## config.mk

```make
export PLATFORM = sky130hd
export DESIGN_NAME = rtca_ctrl
export DESIGN_NICKNAME = d
export VERILOG_FILES = /design/src/design/rtca_pkg.sv /design/src/design/rtca_ctrl.sv
export VERILOG_INCLUDE_DIRS = /design/src /design/src/design
export SDC_FILE = /design/constraint.sdc
export NUM_CORES = 1
export LEC_CHECK = 0
export BUFFER_PORTS_ARGS = -buffer_cell sky130_fd_sc_hd__buf_4
export CAP_MARGIN = 30
export CORE_ASPECT_RATIO = 0.7
export CORE_MARGIN = 2
export CORE_UTILIZATION = 47
export DETAILED_ROUTE_END_ITERATION = 7
export HOLD_SLACK_MARGIN = 0.05
export PLACE_DENSITY = 0.86
export SKIP_LAST_GASP = 1
export SLEW_MARGIN = 20
export SYNTH_ARGS = -nofsm -noshare
export SYNTH_HDL_FRONTEND = slang
export SYNTH_SLANG_ARGS = --single-unit
```

## constraint.sdc

```tcl
create_clock -name ref_clk_i -period 2.7 [get_ports ref_clk_i]
set_input_delay 0 -clock ref_clk_i [delete_from_list [all_inputs] [get_ports ref_clk_i]]
set_output_delay 0 -clock ref_clk_i [all_outputs]
set_load 0.03 [all_outputs]
```

## src/design/rtca_consts.svh

```systemverilog
`ifndef RTCA_CONSTS_SVH
`define RTCA_CONSTS_SVH
// ----------------------------------------
// register indices and byte addresses
// ----------------------------------------
`define RTCA_IDX_AEN 8'hec
`define RTCA_IDX_CTL 8'hed
`define RTCA_ADDR_AEN 12'h3b0
`define RTCA_ADDR_CTL 12'h3b4
`define RTCA_ADDR_STS 12'h3b8
`define RTCA_ADDR_MSK 12'h3bc
// ----------------------------------------
// control bit positions
// ----------------------------------------
`define RTCA_CTL_ALARM 7
`define RTCA_CTL_INTEN 6
`define RTCA_CTL_BCD 5
`define RTCA_CTL_SRC 4
`define RTCA_CTL_LRATE 3
`define RTCA_CTL_WAKE 1
`define RTCA_CTL_UNLOCK 0
// ----------------------------------------
// reset values and divisors
// ----------------------------------------
`define RTCA_AEN_RST 4'h0
`define RTCA_DIV_XTAL 16'h8000
`define RTCA_DIV_LINE60 16'h003c
`define RTCA_DIV_LINE50 16'h0032
`endif

```

## src/design/rtca_pkg.sv

```systemverilog
package rtca_pkg;
    // four compared time fields, one byte each
    typedef struct packed {
        logic [7:0] dow;
        logic [7:0] hrs;
        logic [7:0] min;
        logic [7:0] sec;
    } rtca_time_s;
    // apb request
    typedef struct packed {
        logic psel;
        logic penable;
        logic pwrite;
        logic [11:0] paddr;
        logic [31:0] pwdata;
    } rtca_apb_s;
    typedef enum logic {RTCA_IDLE, RTCA_DONE} rtca_bus_e;
endpackage

```

## src/design/rtca_ctrl.sv

```systemverilog
// Added by the designer: the APB interface to the registers.
`timescale 1ns/1ps
`include "rtca_consts.svh"
// Overview of operation
// - alarm enables reset zero, upper nibble zero
// - per-field enable includes field in matching
// - control read clears alarm flag and its request, not status bits
// - flag evaluated on lock or count increment
// - control write restarts the prescaler
// - wake cause survives reset, cleared on read
// - decimal enable selects bcd counting
// - crystal source: oscillator on, divide 32768
// - line source: oscillator off, rate bit divisor
// - reset clears bits 6,0; keeps 7,5..2
// - bit 7 reads zero without alarm
// - bit 7 reads one while alarm pending
// - bit 6 gates the alarm flag interrupt, not masked status
// - time counters writable only when unlocked
module rtca_ctrl (
    input wire logic ref_clk_i, // 50 mhz clock
    input wire logic rst_i, // system reset, sync high
    input wire logic por_i, // power-on reset, sync high
    input wire rtca_pkg::rtca_apb_s apb_i, // apb request
    input wire rtca_pkg::rtca_time_s now_i, // current time fields
    input wire rtca_pkg::rtca_time_s alm_i, // alarm set points
    input wire logic count_inc_i, // time count increment pulse
    input wire logic src_tick_i, // source clock tick pulse
    input wire logic sleep_i, // cpu is in sleep mode
    output logic pready_o, // apb ready
    output logic pslverr_o, // apb error, unmapped address
    output logic [31:0] prdata_o, // apb read data
    output logic irq_o, // level interrupt
    output logic wake_o, // wake request to cpu
    output logic sec_tick_o, // one-second pulse
    output logic osc_en_o, // crystal oscillator enable
    output logic bcd_en_o, // decimal counting mode
    output logic time_wr_en_o // time counters writable
);
    // ----------------------------------------
    // state
    // ----------------------------------------
    logic [3:0] aen_r; // alarm field enables
    logic alarm_r; // alarm flag
    logic inten_r; // alarm interrupt enable
    logic [3:0] cfg_r; // bcd, source, rate, spare
    logic wake_r; // sleep wake cause
    logic unlock_r; // write unlock
    logic [1:0] sts_r; // sticky events: wake, alarm
    logic [1:0] msk_r; // event mask
    logic [15:0] pre_r; // prescaler count
    rtca_pkg::rtca_bus_e bus_r; // apb phase
    logic acc; // access phase completing
    logic wr_ctl, rd_ctl, wr_aen, wr_sts, wr_msk;
    logic match; // alarm condition
    logic eval; // flag re-evaluation event
    logic wake_set; // alarm ends sleep
    logic [15:0] div; // active divisor
    logic [31:0] rd_nxt; // read mux

    // equality on one field, gated by its enable
    function automatic logic fld_ok(input logic en, input logic [7:0] a, input logic [7:0] b);
        fld_ok = !en || (a == b);
    endfunction

    // ----------------------------------------
    // apb decode
    // ----------------------------------------
    // one wait state so ready and data come from flops
    always_comb begin
        acc = apb_i.psel && apb_i.penable && (bus_r == rtca_pkg::RTCA_DONE);
        wr_ctl = acc && apb_i.pwrite && apb_i.paddr == `RTCA_ADDR_CTL;
        rd_ctl = acc && !apb_i.pwrite && apb_i.paddr == `RTCA_ADDR_CTL;
        wr_aen = acc && apb_i.pwrite && apb_i.paddr == `RTCA_ADDR_AEN;
        wr_sts = acc && apb_i.pwrite && apb_i.paddr == `RTCA_ADDR_STS;
        wr_msk = acc && apb_i.pwrite && apb_i.paddr == `RTCA_ADDR_MSK;
    end

    // ready handshake
    always_ff @(posedge ref_clk_i) begin
        if (rst_i) begin
            bus_r <= rtca_pkg::RTCA_IDLE;
            pready_o <= 1'b0;
        end else begin
            case (bus_r)
                rtca_pkg::RTCA_IDLE: begin
                    // answer in the cycle after penable rises
                    if (apb_i.psel && apb_i.penable) begin
                        bus_r <= rtca_pkg::RTCA_DONE;
                        pready_o <= 1'b1;
                    end
                end
                rtca_pkg::RTCA_DONE: begin
                    bus_r <= rtca_pkg::RTCA_IDLE;
                    pready_o <= 1'b0;
                end
                default: begin
                    bus_r <= rtca_pkg::RTCA_IDLE;
                    pready_o <= 1'b0;
                end
            endcase
        end
    end

    // read mux, reserved bits read zero
    always_comb begin
        rd_nxt = 32'h0000_0000;
        case (apb_i.paddr)
            `RTCA_ADDR_AEN: rd_nxt[3:0] = aen_r;
            `RTCA_ADDR_CTL: begin
                rd_nxt[`RTCA_CTL_ALARM] = alarm_r;
                rd_nxt[`RTCA_CTL_INTEN] = inten_r;
                rd_nxt[5:2] = cfg_r;
                rd_nxt[`RTCA_CTL_WAKE] = wake_r;
                rd_nxt[`RTCA_CTL_UNLOCK] = unlock_r;
            end
            `RTCA_ADDR_STS: rd_nxt[1:0] = sts_r;
            `RTCA_ADDR_MSK: rd_nxt[1:0] = msk_r;
            default: rd_nxt = 32'h0000_0000;
        endcase
    end

    // read data and error, loaded as ready rises
    always_ff @(posedge ref_clk_i) begin
        if (rst_i) begin
            prdata_o <= 32'h0000_0000;
            pslverr_o <= 1'b0;
        end else if (apb_i.psel && apb_i.penable && bus_r == rtca_pkg::RTCA_IDLE) begin
            prdata_o <= apb_i.pwrite ? 32'h0000_0000 : rd_nxt;
            pslverr_o <= !(apb_i.paddr == `RTCA_ADDR_AEN || apb_i.paddr == `RTCA_ADDR_CTL ||
                           apb_i.paddr == `RTCA_ADDR_STS || apb_i.paddr == `RTCA_ADDR_MSK);
        end else begin
            pslverr_o <= 1'b0;
        end
    end

    // ----------------------------------------
    // alarm enables
    // ----------------------------------------
    always_ff @(posedge ref_clk_i) begin
        if (rst_i) begin
            aen_r <= `RTCA_AEN_RST;
        end else if (wr_aen) begin
            aen_r <= apb_i.pwdata[3:0];
        end
    end

    // ----------------------------------------
    // control bits
    // ----------------------------------------
    // bits 5..2 only follow power-on, a system reset keeps them
    always_ff @(posedge ref_clk_i) begin
        if (por_i) begin
            cfg_r <= 4'h0;
        end else if (wr_ctl) begin
            cfg_r <= apb_i.pwdata[5:2];
        end
    end

    // bits 6 and 0 are cleared by system reset
    always_ff @(posedge ref_clk_i) begin
        if (rst_i || por_i) begin
            inten_r <= 1'b0;
            unlock_r <= 1'b0;
        end else if (wr_ctl) begin
            inten_r <= apb_i.pwdata[`RTCA_CTL_INTEN];
            unlock_r <= apb_i.pwdata[`RTCA_CTL_UNLOCK];
        end
    end

    // ----------------------------------------
    // alarm matching and flag
    // ----------------------------------------
    always_comb begin
        match = fld_ok(aen_r[3], now_i.dow, alm_i.dow) && fld_ok(aen_r[2], now_i.hrs, alm_i.hrs) &&
                fld_ok(aen_r[1], now_i.min, alm_i.min) && fld_ok(aen_r[0], now_i.sec, alm_i.sec);
        // locking write or count step, nothing else
        eval = count_inc_i || (wr_ctl && unlock_r && !apb_i.pwdata[`RTCA_CTL_UNLOCK]);
        wake_set = eval && match && sleep_i;
    end

    // flag kept over system reset; a set beats a same-cycle read clear
    always_ff @(posedge ref_clk_i) begin
        if (por_i) begin
            alarm_r <= 1'b0;
        end else if (eval && match) begin
            alarm_r <= 1'b1;
        end else if (rd_ctl) begin
            alarm_r <= 1'b0;
        end
    end

    // wake cause survives system reset for software to inspect
    always_ff @(posedge ref_clk_i) begin
        if (por_i) begin
            wake_r <= 1'b0;
        end else if (wake_set) begin
            wake_r <= 1'b1;
        end else if (rd_ctl) begin
            wake_r <= 1'b0;
        end
    end

    // ----------------------------------------
    // interrupt status and mask
    // ----------------------------------------
    always_ff @(posedge ref_clk_i) begin
        if (rst_i) begin
            sts_r <= 2'h0;
            msk_r <= 2'h0;
        end else begin
            // write one to clear, a new event wins
            sts_r <= (sts_r & ~(wr_sts ? apb_i.pwdata[1:0] : 2'h0)) | {wake_set, eval && match};
            if (wr_msk) begin
                msk_r <= apb_i.pwdata[1:0];
            end
        end
    end

    // alarm path drops one cycle after the flag clears
    always_ff @(posedge ref_clk_i) begin
        if (rst_i) begin
            irq_o <= 1'b0;
            wake_o <= 1'b0;
        end else begin
            irq_o <= (alarm_r && inten_r) || |(sts_r & msk_r);
            wake_o <= wake_set;
        end
    end

    // ----------------------------------------
    // prescaler and mode outputs
    // ----------------------------------------
    always_comb begin
        if (!cfg_r[`RTCA_CTL_SRC - 2]) begin
            div = `RTCA_DIV_XTAL;
        end else begin
            div = cfg_r[`RTCA_CTL_LRATE - 2] ? `RTCA_DIV_LINE50 : `RTCA_DIV_LINE60;
        end
    end

    // any control write restarts the second so software can align it
    always_ff @(posedge ref_clk_i) begin
        if (rst_i || wr_ctl) begin
            pre_r <= 16'h0000;
            sec_tick_o <= 1'b0;
        end else if (src_tick_i) begin
            pre_r <= (pre_r == div - 16'h0001) ? 16'h0000 : pre_r + 16'h0001;
            sec_tick_o <= (pre_r == div - 16'h0001);
        end else begin
            sec_tick_o <= 1'b0;
        end
    end

    always_ff @(posedge ref_clk_i) begin
        if (rst_i) begin
            osc_en_o <= 1'b0;
            bcd_en_o <= 1'b0;
            time_wr_en_o <= 1'b0;
        end else begin
            osc_en_o <= !cfg_r[`RTCA_CTL_SRC - 2];
            bcd_en_o <= cfg_r[`RTCA_CTL_BCD - 2];
            time_wr_en_o <= unlock_r;
        end
    end

    // ----------------------------------------
    // checks
    // ----------------------------------------
    property p_aen_reset;
        @(posedge ref_clk_i) rst_i |=> aen_r == 4'h0;
    endproperty
    a_aen_reset: assert property (p_aen_reset) else $error("enables not cleared");

    property p_rd_clears;
        @(posedge ref_clk_i) disable iff (rst_i || por_i) rd_ctl && !(eval && match) |=> !alarm_r;
    endproperty
    a_rd_clears: assert property (p_rd_clears) else $error("read left flag set");

    property p_irq_drop;
        @(posedge ref_clk_i) disable iff (rst_i || por_i) rd_ctl && !(eval && match) && msk_r == 2'h0 |=> ##1 !irq_o;
    endproperty
    a_irq_drop: assert property (p_irq_drop) else $error("alarm irq not withdrawn");

    property p_flag_only_eval;
        @(posedge ref_clk_i) disable iff (rst_i || por_i) !alarm_r && !eval |=> !alarm_r;
    endproperty
    a_flag_only_eval: assert property (p_flag_only_eval) else $error("flag set outside event");

    property p_pre_restart;
        @(posedge ref_clk_i) disable iff (rst_i) wr_ctl |=> pre_r == 16'h0000 && !sec_tick_o;
    endproperty
    a_pre_restart: assert property (p_pre_restart) else $error("prescaler not restarted");

    property p_wake_keep;
        @(posedge ref_clk_i) disable iff (por_i) wake_r && rst_i && !rd_ctl |=> wake_r;
    endproperty
    a_wake_keep: assert property (p_wake_keep) else $error("wake lost on reset");

    property p_xtal;
        @(posedge ref_clk_i) disable iff (rst_i) !cfg_r[2] |-> div == 16'h8000 ##1 osc_en_o;
    endproperty
    a_xtal: assert property (p_xtal) else $error("crystal setup wrong");

    property p_line;
        @(posedge ref_clk_i) disable iff (rst_i) cfg_r[2] |-> div == (cfg_r[1] ? 16'h0032 : 16'h003c) ##1 !osc_en_o;
    endproperty
    a_line: assert property (p_line) else $error("line setup wrong");

    property p_rst_bits;
        @(posedge ref_clk_i) rst_i |=> !inten_r && !unlock_r;
    endproperty
    a_rst_bits: assert property (p_rst_bits) else $error("bits 6,0 not cleared");

    property p_irq_gate;
        @(posedge ref_clk_i) disable iff (rst_i) !inten_r && msk_r == 2'h0 |=> !irq_o;
    endproperty
    a_irq_gate: assert property (p_irq_gate) else $error("irq while disabled");
endmodule // rtca_ctrl

```

==> impl_metrics.ini, run 1 <==
[cells_and_area]
nets = 535
fill_cells = 414
seq_area_sq_um = 981
diodes = 0
area_growth_pct = 39.7
fin_cells = 490
drive_above_1_share_pct = 29.2
multi_input_area_sq_mm = 0.00144

[worst_setup_path]
cp-end-kind = flip-flop
critPathMaxStageDelay_ns = 0.56
r2r_start = bus_r
critPathLaunch = bus_r
critPathLaunchType = flip-flop
cp.arrival_ns = 2.51
cp_cell_sequence = and4_1, and4_1, and2_1, nand2_1, a21oi_1, dlygate4sd3_1
crit_top_cell = and4_1
crit_fanout = 10
cp_slowest_cell = dlygate4sd3_1
required_ns = 2.95
crit_type = reg -> reg

[sta]
drv_slew = 0
totalNegativeSetupSlack_ns = 0
rsz0062_at_grt = false
maxSlewHeadroom_pct = 50.6
clock-skew-final_ns = 0.00792
fin_ws_ns = 0.444
fmax_mhz = 443
setup_viol = 0
post-route-period-util_pct = 83.5
period_needed_ns = 2.26
hold_violations = 0
worst_pin_slew_ns = 0.736
holdWs_ns = 0.0795

[synth]
synth_edf_count = 0
async_flop_share_pct = 0
ys_seq_area_share_pct = 38.1
synth_seq_cells = 49
syn_inst = 298
synthFlopType = dfxtp_1
syn_avg_cell_area_sq_um = 8.65
synth_cell_types = 45
synth_area_sq_mm = 0.00258
yosys_warnings = 0

[clock_tree]
post-cts-setup-buffers = 0
cts_made_buffers = 5
hold_buffers = 15
clock_latency_ns = 0.31
htree_levels = 2
cts_root_buffer = clkbuf_8
cts.sinks = 49
clk_pin_slew_worst_paths_ns = 0.10
cts_tree = done
cts_buffer_depth = 2
postCtsResizedCells = 0

[worst_hold_path]
hold_class = in -> reg
holdCritStartpoint = apb_i[34]

[detailed_routing]
vias = 2532
wl_per_cell_microns = 13.8
drtAntennaViolNets = 0
wirelength_microns = 6770
drc = 0
vias_per_cell = 5.17
dr.pass1.iters = 4
drt_iter0_drc = 193

[grt]
antenna_found_initial = 0
grt-ovfl-total = 0
grtUsageTotal_pct = 23.3
grt_pass1_vias = 2476
grt_pass1_wl_microns = 11300
grt_max_degree = 27

[die]
ios = 157
start_util_pct = 49.0
dieArea_sq_mm = 0.00610
core_area_sq_mm = 0.00526
die_x_microns = 92.5
rows = 22
die_h_microns = 65.9

[flow_run]
maxCapViolCount = 0

[pwr]
power_mw = 1.57
p_leak_nw = 1.49
powerDensity_mw_per_mm2 = 435
max-vdd-ir-drop_mv = 0.204

[place]
dp.cells = 467
gp_congestion = 0.858
port_buffers = 107
place_ws_ns = 0.676
dp_hpwl_microns = 5260

[run_status]
status = finished, final reports clean
## layout make-up
cell class | instances | share of cell area, %
inverters | 4 | 0.417
repair buffers | 123 | 26.7
flip-flops and latches | 49 | 27.3
clock buffers | 5 | 1.91
well taps | 72 | 2.50
clock inverters | 3 | 1.29
multi-input cells | 234 | 39.9
## logic make-up (layout without fill, tap and decap cells)
logic type	after synthesis	in the layout	synth area share (%)
DFF	49	49	38.1
adders and majority gates	1	1	0.486
other	1	24	0.146
muxes	6	6	3.30
AOI/OAI and AO/OA	35	35	9.13
and+or+nand+nor	121	121	23.4
xor gates and xnor gates	47	47	16.0
buffers and inverters	38	135	9.52
## path summary, 6_finish.rpt
check	slack, ns	cells after the start	endpoint
setup / recovery	0.44	6	cfg_r[1]
hold / removal	0.08	3	sts_r[0]
setup reg to reg	0.44	6	cfg_r[1]
hold reg to reg	0.46	2	prdata_o[4]
## worst max-delay path: cells and delay by family, from the launching register on
family	cells	cell delay, ns
simple gates	4	1.09
flops	1	0.40
buf+inv	1	0.56
compound gates	1	0.15
## routing by layer
layer | up-vias | part of all wire (%) | wire length (microns) | GRT usage [%]
li1 | 1221 | - | - | -
met1 | 1183 | 41 | 2770 | 29.5
met2 | 116 | 49 | 3340 | 39.0
met3 | 12 | 8.1 | 545 | 6.16
met4 | 0 | 1.7 | 112 | 8.02
met5 | - | 0 | 0 | 0
## cell usage after synthesis, types with 2 or more instances
cell / n / area share [%]
mux4_2: 2 / 1.7
xnor2_1: 37 / 13
dfxtp_1: 49 / 38
nor3_1: 8 / 1.6
and4_1: 2 / 0.68
buf_4: 24 / 7.0
inv_1: 4 / 0.58
nand2_1: 30 / 4.4
and2_1: 2 / 0.49
nand2b_1: 4 / 0.97
clkbuf_1: 4 / 0.58
mux2i_1: 4 / 1.6
buf_2: 4 / 0.78
o21ai_0: 6 / 1.2
nand4_1: 14 / 3.4
nand3_1: 13 / 2.5
nor4_1: 3 / 0.73
nor2b_1: 3 / 0.73
a21oi_1: 12 / 2.3
nor2_1: 31 / 4.5
a22oi_1: 5 / 1.5
a32oi_1: 2 / 0.68
o22ai_1: 2 / 0.49
o2bb2ai_1: 2 / 0.68
xor2_1: 10 / 3.4
and3_1: 2 / 0.49
## cells in the final DEF, fill, tap and decap left out, types with 2 or more instances in the layout
cell,n
conb_1,24
nand2b_1,4
nand2_1,30
a21oi_1,12
nor2b_1,3
nor3_1,8
nor2_1,31
inv_1,4
clkbuf_8,5
nand3_1,13
dlygate4sd3_1,15
and2_1,2
o2bb2ai_1,2
a32oi_1,2
nor4_1,3
mux2i_1,4
o21ai_0,6
and3_1,2
mux4_2,2
a22oi_1,5
dfxtp_1,49
xnor2_1,37
and4_1,2
buf_4,108
o22ai_1,2
xor2_1,10
nand4_1,14
## through the flow
step,util (%),cell area (sq um)
detailed placement,63.4,3330
floorplan,-,2660
CTS,68.4,3600
global route,68.4,3600
global placement,63.4,3330
finish,68.4,3600
## power by group
part | total (mW) | internal, mW | switching [mW]
logic | 0.288 | 0.152 | 0.136
clock network | 0.533 | 0.277 | 0.256
registers | 0.744 | 0.734 | 0.00975
total | 1.57 | 1.16 | 0.402
## flip-flops by register name, summed over array words and instances, names as in the netlist
| signal | flops |
|---|---|
| time_wr_en_o | 1 |
| msk_r | 2 |
| pslverr_o | 1 |
| prdata_o | 8 |
| bus_r | 1 |
| irq_o | 1 |
| pready_o | 1 |
| bcd_en_o | 1 |
| wake_r | 1 |
| cfg_r | 4 |
| aen_r | 4 |
| inten_r | 1 |
| osc_en_o | 1 |
| pre_r | 16 |
| sec_tick_o | 1 |
| wake_o | 1 |
| alarm_r | 1 |
| sts_r | 2 |
| unlock_r | 1 |
Note: power is estimated with default switching activity, not from simulation.
==> run 2: changes to the inputs <==
Settings changed: CORE_UTILIZATION 47 to 39, PLACE_DENSITY 0.86 to 0.76.
Clock period 2.7 ns to 1.9 ns, I/O delays scaled along.
==> run 2 against run 1 <==
Compared with the run above:
- global-route usage is 3.5 points lower
- critical path depth shrank 1
- largest cell class unchanged
- combinational power rose by 44%
- non-clock buffer count rose by 13
- critical path type unchanged
- first-iteration DRC count fell by 1.6%
- wire length increased by 6.9%
- clock power up 44%
- sequential power up 42%
- core utilization down 9.0 points
==> impl_metrics.ini, run 2 (synthesized netlist as in run 1, its figures left out) <==
[place]
dpl-instance-area_sq_mm = 0.00345
gp_congestion = 0.879
dp_hpwl_microns = 5610
dp.cells = 487
port_buffers = 107

[worst_hold_path]
whs_path_depth = 4
hold_class = in -> reg
holdCritStartpoint = apb_i[42]
hold_end = pslverr_o

[cells_and_area]
diodes = 0
drive_above_1_share_pct = 32.2
largestRegisters = pre_r: 16 flops, prdata_o: 8 flops
largest_register_ffs = 16
top_register = pre_r
area_growth_pct = 45.6
nets = 549
final_common_cell = buf_4
fin_cells = 510
fill_cells = 576
postLayoutCellArea_sq_mm = 0.00375
final_cell_mix = buf_4 (122), dfxtp_1 (48), xnor2_1 (37)

[worst_setup_path]
worstReg2RegEnd = pre_r[1]
cp_slowest_cell = or4_4
crit_fanout = 4
cp_cell_sequence = nand4_1, or4_4, a221oi_4, o22ai_1, and3_1
critPathMaxStageDelay_ns = 0.56
crit_type = reg -> reg
required_ns = 2.10
critPathLaunchType = flip-flop
cp-end-kind = flip-flop
reg2reg_depth = 5
r2r_slack_ns = 0.07
r2r_start = pre_r[11]
cp.arrival_ns = 2.03

[sta]
hold_violations = 0
post-route-period-util_pct = 96.1
maxSlewHeadroom_pct = 58.1
totalNegativeSetupSlack_ns = 0
rsz0062_at_grt = true
period_needed_ns = 1.83
drv_slew = 0
setup_viol = 0
fmax_mhz = 548
holdWs_ns = 0.102
worst_pin_slew_ns = 0.621
clock-skew-final_ns = 0.0103

[die]
rows = 24
start_util_pct = 40.9
dieArea_sq_mm = 0.00728
die_x_microns = 101
core_area_sq_mm = 0.00631
ios = 157
die_h_microns = 72

[detailed_routing]
drtAntennaViolNets = 0
highest_layer = met4
wl_met1_microns = 3060
drc = 0
vias_per_cell = 4.97
dr.pass1.iters = 5
dr_wl_met2_microns = 3500
vias = 2535
wl_met3_microns = 554
wirelength_microns = 7240
drt_iter0_drc = 190
wl_per_cell_microns = 14.2

[pwr]
max-vdd-ir-drop_mv = 0.446
p_leak_nw = 1.59
powerDensity_mw_per_mm2 = 599

[clock_tree]
cts_made_buffers = 5
cts_tree = done
clock_latency_ns = 0.30
post-cts-setup-buffers = 0
cts_root_buffer = clkbuf_8
cts_buffer_depth = 2
cts.sinks = 49
htree_levels = 2
clk_pin_slew_worst_paths_ns = 0.09

[grt]
grt_pass1_vias = 2433
grt-ovfl-total = 0
antenna_found_initial = 0
grt_max_degree = 27
grtUsageTotal_pct = 19.8
grt_pass1_wl_microns = 11500

[flow_run]
maxCapViolCount = 0

[run_status]
status = finished, final reports clean
-- run 2: layout make-up --
cell class                      count  area [sq um]  area share (%)
Timing Repair Buffer              136          1060            28.2
Sequential cell                    49           982            26.2
Clock inverter                      1          30.0           0.801
Multi-Input combinational cell    235          1480            39.5
Tap cell                           78          97.6            2.60
Clock buffer                        7          86.3            2.30
Inverter                            4          15.0           0.400
-- run 2: timing repair --
action	CTS	global route
gates resized for setup	1	5
hold buffers	14	0
cloned	0	1
hold endpoints to repair	24	0
endpoints found under the setup margin	5	16
pin swaps	0	2
-- run 2: how the worst max path moves through the flow --
stage                          from  slack, ns   endpoint
after floorplan            pre_r[9]       0.09   pre_r[8]
after global placement     pre_r[6]       0.07  pre_r[12]
after detailed placement   pre_r[8]      0.003  pre_r[14]
after CTS                  pre_r[8]       0.04  pre_r[14]
after global routing          bus_r     -0.008    inten_r
final                     pre_r[11]       0.07   pre_r[1]
-- run 2: power breakdown --
group          internal (mW)  switching, mW  total, mW
Clock                  0.430          0.341      0.770
Combinational          0.219          0.197      0.416
Sequential              1.04         0.0153       1.06
Total                   1.69          0.553       2.25
-- run 2: worst max-delay path: cells and delay by family, from the launching register on --
kind,cells,cell delay [ns]
AOI/OAI and AO/OA,2,0.52
DFF,1,0.35
and+or+nand+nor,3,0.86
-- run 2: routing by layer --
metal	track usage, %	vias to the layer above
li1	-	1255
met1	28.2	1151
met2	31.6	116
met3	2.70	13
met4	5.86	0
met5	0	-
-- run 2: stage by stage --
step / power [mW] / setup WS (ns) / util (%)
final: 2.25 / 0.0735 / 59.5
after global routing: 2.33 / -0.00827 / 59.5
after detailed placement: 1.47 / 0.00264 / 54.6
after CTS: 2.25 / 0.0373 / 58.8
after floorplan: 1.31 / 0.0903 / -
after global placement: 1.45 / 0.0651 / 54.6
